<file path="src/rtl/atq_pkg.sv">
// atq_pkg: constants, register map and carrier types of the acquisition transfer queue
// assumes a single 50 MHz clock and an AXI4-Lite master with 32-bit data
package atq_pkg;
  localparam int unsigned ATQ_DEPTH     = 8;
  localparam int unsigned ATQ_PTR_W     = 3;
  localparam int unsigned ATQ_CNT_W     = 4;
  localparam int unsigned ATQ_SIZE_W    = 24;
  localparam int unsigned ATQ_AVG_N     = 16;
  localparam int unsigned ATQ_AVG_LOG   = 4;
  localparam int unsigned ATQ_SUM_W     = 28;
  localparam int unsigned ATQ_ABORT_DLY = 8;
  // register byte offsets
  localparam logic [7:0] ATQ_CTRL_OFS   = 8'h00;
  localparam logic [7:0] ATQ_STAT_OFS   = 8'h04;
  localparam logic [7:0] ATQ_IRQ_OFS    = 8'h08;
  localparam logic [7:0] ATQ_MASK_OFS   = 8'h0C;
  localparam logic [7:0] ATQ_COUNT_OFS  = 8'h10;
  localparam logic [7:0] ATQ_MAX_OFS    = 8'h14;
  localparam logic [7:0] ATQ_MIN_OFS    = 8'h18;
  localparam logic [7:0] ATQ_AVG_OFS    = 8'h1C;
  localparam logic [7:0] ATQ_LOCK_OFS   = 8'h20;
  // control bits
  localparam int unsigned ATQ_C_RUN     = 0;
  localparam int unsigned ATQ_C_ABORT   = 1;
  localparam int unsigned ATQ_C_DEFER   = 2;
  localparam int unsigned ATQ_C_CYCLE   = 3;
  localparam int unsigned ATQ_C_SEL     = 4;
  // interrupt bits
  localparam int unsigned ATQ_I_DROP    = 0;
  localparam int unsigned ATQ_I_REFUSE  = 1;
  localparam int unsigned ATQ_I_W       = 2;
  // lock word: bits 0..11 general, 12..14 cycling-exempt
  localparam int unsigned ATQ_LOCK_W    = 15;
  localparam logic [14:0] ATQ_EXEMPT    = 15'h7000;
  localparam logic [31:0] ATQ_MIN_RST   = 32'h00FFFFFF;
  typedef struct packed {
    logic                  valid;
    logic [ATQ_SIZE_W-1:0] size;
  } atq_frame_t;
endpackage

</file>
<file path="src/rtl/atq_queue.sv">
// atq_queue: frame queue, statistics, abort handshake, setting lock, AXI4-Lite registers
// assumes frame strobes and link handshake on the same clock as the bus
//
// Our own choices: the placing of the registers and the AXI4-Lite interface to the registers.
module atq_queue (
  // clock and reset
  input  wire logic                          aclk,
  input  wire logic                          aresetn,
  // axi4-lite slave
  input  wire logic [7:0]                    s_axi_awaddr,
  input  wire logic                          s_axi_awvalid,
  output logic                               s_axi_awready,
  input  wire logic [31:0]                   s_axi_wdata,
  input  wire logic [3:0]                    s_axi_wstrb,
  input  wire logic                          s_axi_wvalid,
  output logic                               s_axi_wready,
  output logic [1:0]                         s_axi_bresp,
  output logic                               s_axi_bvalid,
  input  wire logic                          s_axi_bready,
  input  wire logic [7:0]                    s_axi_araddr,
  input  wire logic                          s_axi_arvalid,
  output logic                               s_axi_arready,
  output logic [31:0]                        s_axi_rdata,
  output logic [1:0]                         s_axi_rresp,
  output logic                               s_axi_rvalid,
  input  wire logic                          s_axi_rready,
  // acquisition side
  input  wire atq_pkg::atq_frame_t           acq_frame,
  // link side
  output atq_pkg::atq_frame_t                link_frame,
  input  wire logic                          link_done,
  // status
  output logic                               capture_status_flag,
  output logic                               frame_dropped_event,
  output logic                               transfer_busy,
  output logic                               irq
);
  import atq_pkg::*;

  logic [ATQ_SIZE_W-1:0] mem [ATQ_DEPTH];
  logic [ATQ_PTR_W-1:0]  wr_ptr_r, rd_ptr_r;
  logic [ATQ_CNT_W-1:0]  pending_frame_count;
  logic                  run_r, defer_r, cycle_r, aborting_r, sel_r;
  logic [3:0]            abort_cnt_r;
  logic [ATQ_I_W-1:0]    irq_stat_r, irq_mask_r, irq_set;
  logic [ATQ_LOCK_W-1:0] lock_val_r;
  logic [ATQ_SIZE_W-1:0] largest_sent_frame_size, smallest_sent_frame_size;
  logic [ATQ_SIZE_W-1:0] mean_sent_frame_size;
  logic [ATQ_SIZE_W-1:0] hist_r [ATQ_AVG_N];
  logic [ATQ_AVG_LOG-1:0] hist_ptr_r;
  logic [ATQ_SUM_W-1:0]  sum_r;
  logic                  aw_hold_r, w_hold_r;
  logic [7:0]            aw_addr_r;
  logic [31:0]           w_data_r;
  logic                  do_write, store, drop, sent, locked, refuse;
  logic [ATQ_SIZE_W-1:0] sent_size;

  function automatic logic [31:0] rd_mux(input logic [7:0] a);
    unique case (a)
      ATQ_CTRL_OFS:  rd_mux = {27'h0, sel_r, cycle_r, defer_r, 1'b0, run_r};
      ATQ_STAT_OFS:  rd_mux = {31'h0, capture_status_flag};
      ATQ_IRQ_OFS:   rd_mux = {30'h0, irq_stat_r};
      ATQ_MASK_OFS:  rd_mux = {30'h0, irq_mask_r};
      ATQ_COUNT_OFS: rd_mux = {28'h0, pending_frame_count};
      ATQ_MAX_OFS:   rd_mux = {8'h0, largest_sent_frame_size};
      ATQ_MIN_OFS:   rd_mux = {8'h0, smallest_sent_frame_size};
      ATQ_AVG_OFS:   rd_mux = {8'h0, mean_sent_frame_size};
      ATQ_LOCK_OFS:  rd_mux = {17'h0, lock_val_r};
      default:       rd_mux = 32'h0;
    endcase
  endfunction

  // frame goes in only when space remains, out only after link completes
  assign store     = acq_frame.valid && run_r && !pending_frame_count[ATQ_CNT_W-1];
  assign drop      = acq_frame.valid && run_r && pending_frame_count[ATQ_CNT_W-1];
  assign sent      = link_frame.valid && link_done;
  assign sent_size = link_frame.size;
  assign locked    = run_r || transfer_busy;
  assign do_write  = aw_hold_r && w_hold_r && !s_axi_bvalid;

  // write channels captured independently, in either order
  always_ff @(posedge aclk) begin
    if (!aresetn) begin
      s_axi_awready <= 1'b1;
      s_axi_wready  <= 1'b1;
      aw_addr_r <= 8'h00;
      w_data_r  <= 32'h0;
      s_axi_bvalid <= 1'b0;
      s_axi_bresp  <= 2'b00;
    end else begin
      if (s_axi_awvalid && s_axi_awready) begin
        s_axi_awready <= 1'b0;
        aw_addr_r <= s_axi_awaddr;
      end
      if (s_axi_wvalid && s_axi_wready) begin
        s_axi_wready <= 1'b0;
        w_data_r <= s_axi_wdata;
      end
      if (do_write) begin
        s_axi_awready <= 1'b1;
        s_axi_wready  <= 1'b1;
        s_axi_bvalid  <= 1'b1;
        s_axi_bresp   <= 2'b00;
      end else if (s_axi_bready) begin
        s_axi_bvalid <= 1'b0;
      end
    end
  end
  assign aw_hold_r = !s_axi_awready;
  assign w_hold_r  = !s_axi_wready;

  always_ff @(posedge aclk) begin
    if (!aresetn) begin
      s_axi_rvalid  <= 1'b0;
      s_axi_rdata   <= 32'h0;
      s_axi_arready <= 1'b1;
      s_axi_rresp   <= 2'b00;
    end else if (s_axi_arvalid && s_axi_arready) begin
      s_axi_rvalid  <= 1'b1;
      s_axi_rdata   <= rd_mux(s_axi_araddr);
      s_axi_arready <= 1'b0;
      s_axi_rresp   <= 2'b00;
    end else if (s_axi_rready) begin
      s_axi_rvalid  <= 1'b0;
      s_axi_arready <= 1'b1;
    end
  end

  // control register and abort; deferred abort keeps status high
  always_ff @(posedge aclk) begin
    if (!aresetn) begin
      run_r <= 1'b0;
      defer_r <= 1'b0;
      cycle_r <= 1'b0;
      sel_r <= 1'b0;
      aborting_r <= 1'b0;
      abort_cnt_r <= 4'h0;
    end else begin
      if (do_write && aw_addr_r == ATQ_CTRL_OFS && s_axi_wstrb[0]) begin
        run_r   <= w_data_r[ATQ_C_RUN] && !aborting_r;
        defer_r <= w_data_r[ATQ_C_DEFER];
        cycle_r <= w_data_r[ATQ_C_CYCLE];
        sel_r   <= w_data_r[ATQ_C_SEL];
        if (w_data_r[ATQ_C_ABORT] && run_r) begin
          if (defer_r) begin
            aborting_r  <= 1'b1;
            abort_cnt_r <= 4'(ATQ_ABORT_DLY);
            run_r       <= 1'b1;
          end else begin
            run_r <= 1'b0;
          end
        end
      end else if (aborting_r) begin
        abort_cnt_r <= abort_cnt_r - 4'h1;
        if (abort_cnt_r == 4'h1) begin
          aborting_r <= 1'b0;
          run_r      <= 1'b0;
        end
      end
    end
  end

  // host polls this flag until false before going on
  always_ff @(posedge aclk) begin
    if (!aresetn) capture_status_flag <= 1'b0;
    else capture_status_flag <= run_r;
  end

  // locked settings: writes while busy are refused and flagged; with cycle set, bits 12..14 are still written
  assign refuse = do_write && aw_addr_r == ATQ_LOCK_OFS && locked;
  always_ff @(posedge aclk) begin
    if (!aresetn) begin
      lock_val_r <= 15'h0;
    end else if (do_write && aw_addr_r == ATQ_LOCK_OFS) begin
      if (!locked) lock_val_r <= w_data_r[ATQ_LOCK_W-1:0];
      else if (cycle_r)
        lock_val_r <= (lock_val_r & ~ATQ_EXEMPT) | (w_data_r[ATQ_LOCK_W-1:0] & ATQ_EXEMPT);
    end
  end

  // queue memory and pointers
  always_ff @(posedge aclk) begin
    if (store) mem[wr_ptr_r] <= acq_frame.size;
  end
  always_ff @(posedge aclk) begin
    if (!aresetn) begin
      wr_ptr_r <= 3'h0;
      rd_ptr_r <= 3'h0;
      pending_frame_count <= 4'h0;
    end else begin
      if (store) wr_ptr_r <= wr_ptr_r + 3'h1;
      if (sent) rd_ptr_r <= rd_ptr_r + 3'h1;
      pending_frame_count <= pending_frame_count + {3'h0, store} - {3'h0, sent};
    end
  end

  // head of queue offered to the link; held until link_done
  always_ff @(posedge aclk) begin
    if (!aresetn) begin
      link_frame <= '0;
      transfer_busy <= 1'b0;
    end else begin
      if (sent || !link_frame.valid) begin
        link_frame.valid <= 1'b0;
        if (!sent && pending_frame_count != 4'h0) begin
          link_frame.valid <= 1'b1;
          link_frame.size  <= mem[rd_ptr_r];
        end
      end
      transfer_busy <= link_frame.valid || pending_frame_count != 4'h0;
    end
  end

  // size statistics
  always_ff @(posedge aclk) begin
    if (!aresetn || (!run_r && !transfer_busy)) begin
      largest_sent_frame_size  <= 24'h0;
      smallest_sent_frame_size <= ATQ_MIN_RST[ATQ_SIZE_W-1:0];
    end else if (sent) begin
      if (sent_size > largest_sent_frame_size) largest_sent_frame_size <= sent_size;
      if (sent_size < smallest_sent_frame_size) smallest_sent_frame_size <= sent_size;
    end
  end
  always_ff @(posedge aclk) begin
    if (!aresetn) begin
      for (int i = 0; i < ATQ_AVG_N; i++) hist_r[i] <= 24'h0;
      hist_ptr_r <= 4'h0;
      sum_r <= 28'h0;
      mean_sent_frame_size <= 24'h0;
    end else begin
      if (sent) begin
        hist_r[hist_ptr_r] <= sent_size;
        hist_ptr_r <= hist_ptr_r + 4'h1;
        sum_r <= sum_r + {4'h0, sent_size} - {4'h0, hist_r[hist_ptr_r]};
      end
      mean_sent_frame_size <= sum_r[ATQ_SUM_W-1:ATQ_AVG_LOG];
    end
  end

  // interrupts: set wins over write-one-to-clear
  assign irq_set = {refuse, drop};
  always_ff @(posedge aclk) begin
    if (!aresetn) begin
      irq_stat_r <= 2'h0;
      irq_mask_r <= 2'h0;
      irq <= 1'b0;
      frame_dropped_event <= 1'b0;
    end else begin
      if (do_write && aw_addr_r == ATQ_IRQ_OFS)
        irq_stat_r <= (irq_stat_r & ~w_data_r[ATQ_I_W-1:0]) | irq_set;
      else
        irq_stat_r <= irq_stat_r | irq_set;
      if (do_write && aw_addr_r == ATQ_MASK_OFS) irq_mask_r <= w_data_r[ATQ_I_W-1:0];
      irq <= |(irq_stat_r & irq_mask_r);
      frame_dropped_event <= drop;
    end
  end
endmodule

</file>
<file path="config.mk">
export PLATFORM = sky130hd
export DESIGN_NAME = atq_queue
export DESIGN_NICKNAME = d
export VERILOG_FILES = /design/src/rtl/atq_pkg.sv /design/src/rtl/atq_queue.sv
export SDC_FILE = /design/constraint.sdc
export NUM_CORES = 1
export LEC_CHECK = 0
export ABC_AREA = 1
export BUFFER_PORTS_ARGS = -buffer_cell sky130_fd_sc_hd__buf_2
export CAP_MARGIN = 0
export CORE_MARGIN = 1
export CORE_UTILIZATION = 47
export CTS_CLUSTER_SIZE = 25
export DETAILED_ROUTE_END_ITERATION = 8
export RECOVER_POWER = 50
export SLEW_MARGIN = 10
export SYNTH_ARGS = -nofsm -noshare
export SYNTH_HDL_FRONTEND = slang
export SYNTH_SLANG_ARGS = --single-unit
</file>
<file path="constraint.sdc">
create_clock -name aclk -period 6 [get_ports aclk]
set_clock_uncertainty 0.2 [all_clocks]
set_input_delay 0.3 -clock aclk [delete_from_list [all_inputs] [get_ports aclk]]
set_output_delay 0.3 -clock aclk [all_outputs]
set_load 0.03 [all_outputs]
</file>
==> impl_metrics.tcl <==
set metrics [dict create \
    outcome "finished with violations" \
    violations "max-capacitance violations, max-slew violations" \
    cp_max_fo 36 \
    synth.yosys.warnings 0 \
    min_period_ns 4.92 \
    dr.first_iter.drc_count 2074 \
    grt_pass1_wl_um 153000 \
    max_cap_violations 12 \
    initial_core_util 0.474 \
    slowest_stage "clkbuf_1" \
    critPathKind "reg2reg" \
    yosysTopAreaCell "edfxtp_1" \
    cts_setup_buffers 0 \
    slowest_delay_ns 1.46 \
    htreeDepth 3 \
    dieArea_mm2 0.0809 \
    tightest_slew_ns 2.03 \
    syn-cell-area_mm2 0.0375 \
    synthDominantCellAreaShare 0.462 \
    dieWidth_um 284 \
    synth-edff-count 576 \
    power.total_mw 17.9 \
    path_common_cell "nand2_1" \
    cellLeakagePower_nw 16.4 \
    ys_ff_latch 806 \
    vias 27600 \
    clk_pin_slew_ns 0.06 \
    overflow 0 \
    period_share 0.821 \
    first_global_vias 26400 \
    cp_top_family "buffers and inverters" \
    syn_avg_cell_area_um2 9.56 \
    setup_violations 0 \
    fin_cells 5163 \
    syn2layout_area_growth_pct 13.1 \
    hold_violations 0 \
    fin_hold_ws_ns 0.0526 \
    nets 4239 \
    antenna_found_initial 2 \
    required_ns 6.15 \
    synth_most_common_cell "nor2_1" \
    die_h_um 284 \
    wl_um 99600 \
    syn-instance-count 3920 \
    port_buffers 122 \
    seq_area_frac_synth 0.584 \
    ys_types 45 \
    core_area_mm2 0.0790 \
    ys_async_sr_fraction 0 \
    numCtsBuffers 86 \
    finalWeightedCongestion 0.925 \
    crit_buf_inv 3 \
    placedCellCount 4938 \
    synth_flop_cell "edfxtp_1" \
    grt_use_total 0.245 \
    finalMaxSlewViolations 366 \
    peakVddDrop_mv 0.322 \
    row_count 103 \
    cts_root_buf "clkbuf_16" \
    worstPathCellList "nand2_1 > clkbuf_1 > nor2_1 > nand2_1 > clkbuf_1 > nand2_1 > buf_4" \
    ios 155 \
    dp_hpwl_um 62700 \
    min_path_type "in2reg" \
    rsz0062_at_grt "no" \
    cp-start-kind "register" \
    clockBufferDepth 3 \
    cts.sinks 806 \
    vias_per_cell 5.34 \
    tritoncts "built" \
    clock_latency_ns 0.66 \
    wl_per_cell_um 19.3 \
    end_kind "register" \
    ys_top_cells_by_count "667 x nor2_1, 576 x edfxtp_1, 508 x nand2_1" \
    ys_top_cells_by_area "edfxtp_1 46%, dfxtp_1 12%, nor2_1 6.7%" \
    crit_arrival_ns 5.07 \
    ant_nets 0 \
    setup_tns_ns 0 \
    fmax_ghz 0.203 \
    final_layout_size_suffix_gt1_frac 0.0645 \
    drc 0 \
    grt_max_degree 97 \
    cellPowerDensity_mw_per_mm2 423 \
    firstDrtPassIters 6 \
    slew_headroom -0.355 \
]
-- metrics by stage --
step / utilization / setup slack (ns) / area (µm²)
after floorplan: - / 2.68 / 37500
after global placement: 0.494 / 1.45 / 39000
after detailed placement: 0.494 / 1.45 / 39000
after CTS: 0.539 / 1.45 / 42600
after global routing: 0.536 / 0.769 / 42400
final: 0.537 / 1.08 / 42400
-- registers in the layout, indices dropped and copies added, names as in the netlist, 24 cells and up, named ones only --
register and count:
s_axi_rdata 24, sent_size 24, sum_r 28, hist_r 384, mean_sent_frame_size 24, smallest_sent_frame_size 24
largest_sent_frame_size 24, mem 192
-- placed cells by master (no fill, tap or decap), types with 96 or more instances in the layout --
cell type,instances
edfxtp_1,576
clkbuf_1,112
mux2i_1,96
dfxtp_1,225
nand2_1,508
inv_1,436
nor2_1,660
a21oi_1,258
nand3_1,161
o211ai_1,146
o21ai_0,325
-- path summary, 6_finish.rpt --
kind                          startpoint                                  end  slack (ns)  depth (start not counted)
max          link_frame[24]$_SDFFE_PN0P_         hist_r[12][21]$_SDFFCE_PN0P_        1.08                          7
min                      s_axi_araddr[2]          s_axi_rdata[1]$_SDFFE_PN0P_        0.05                          7
max reg2reg  link_frame[24]$_SDFFE_PN0P_         hist_r[12][21]$_SDFFCE_PN0P_        1.08                          7
min reg2reg       sum_r[22]$_SDFFE_PN0P_  mean_sent_frame_size[18]$_SDFF_PN0_        0.22                          2
-- tightest hold or removal path, cell delays in order --
cell	delay [ns]
buf_2	0.11
nor2_2	0.07
nand3_1	0.07
and3_1	0.15
nand2_1	0.05
nand2_1	0.06
a21oi_1	0.05
-- metal layers --
layer,wire [µm],vias to the layer above,track usage
met3,4750,138,0.0255
met5,0,-,0
li1,-,13400,-
met4,2350,0,0.0715
met2,48200,697,0.414
met1,44300,13400,0.334
-- cell families after synthesis --
logic type	Yosys count	share of synthesized area
other cells	1	0.000100
compound gates	797	0.119
simple gates	1384	0.148
flops	806	0.584
xor+xnor	17	0.00397
fa+ha+maj	113	0.0427
buf+inv	706	0.0764
mux	96	0.0256
-- cell type report --
| class | count | area, µm² |
|---|---|---|
| inverters | 465 | 1750 |
| diodes | 2 | 5.00 |
| repair buffers | 263 | 1720 |
| multi-input cells | 2419 | 12800 |
| clock inverters | 51 | 597 |
| fillers | 7147 | 36600 |
| well taps | 1050 | 1310 |
| clock buffers | 107 | 2310 |
| flip-flops and latches | 806 | 21900 |
-- power breakdown --
part,internal [mW],total (mW),leakage [nW],switching (mW)
registers,6.27,6.64,7.57,0.364
logic,1.80,5.90,7.37,4.10
clock network,3.09,5.39,1.42,2.30
total,11.2,17.9,16.4,6.77
-- what timing repair did --
item	4_1_cts	5_1_grt
hold endpoints to repair	244	0
endpoints found under the setup margin	0	0
hold buffers	65	0
resized for setup	0	0
Power figures use the tool's default switching activity.
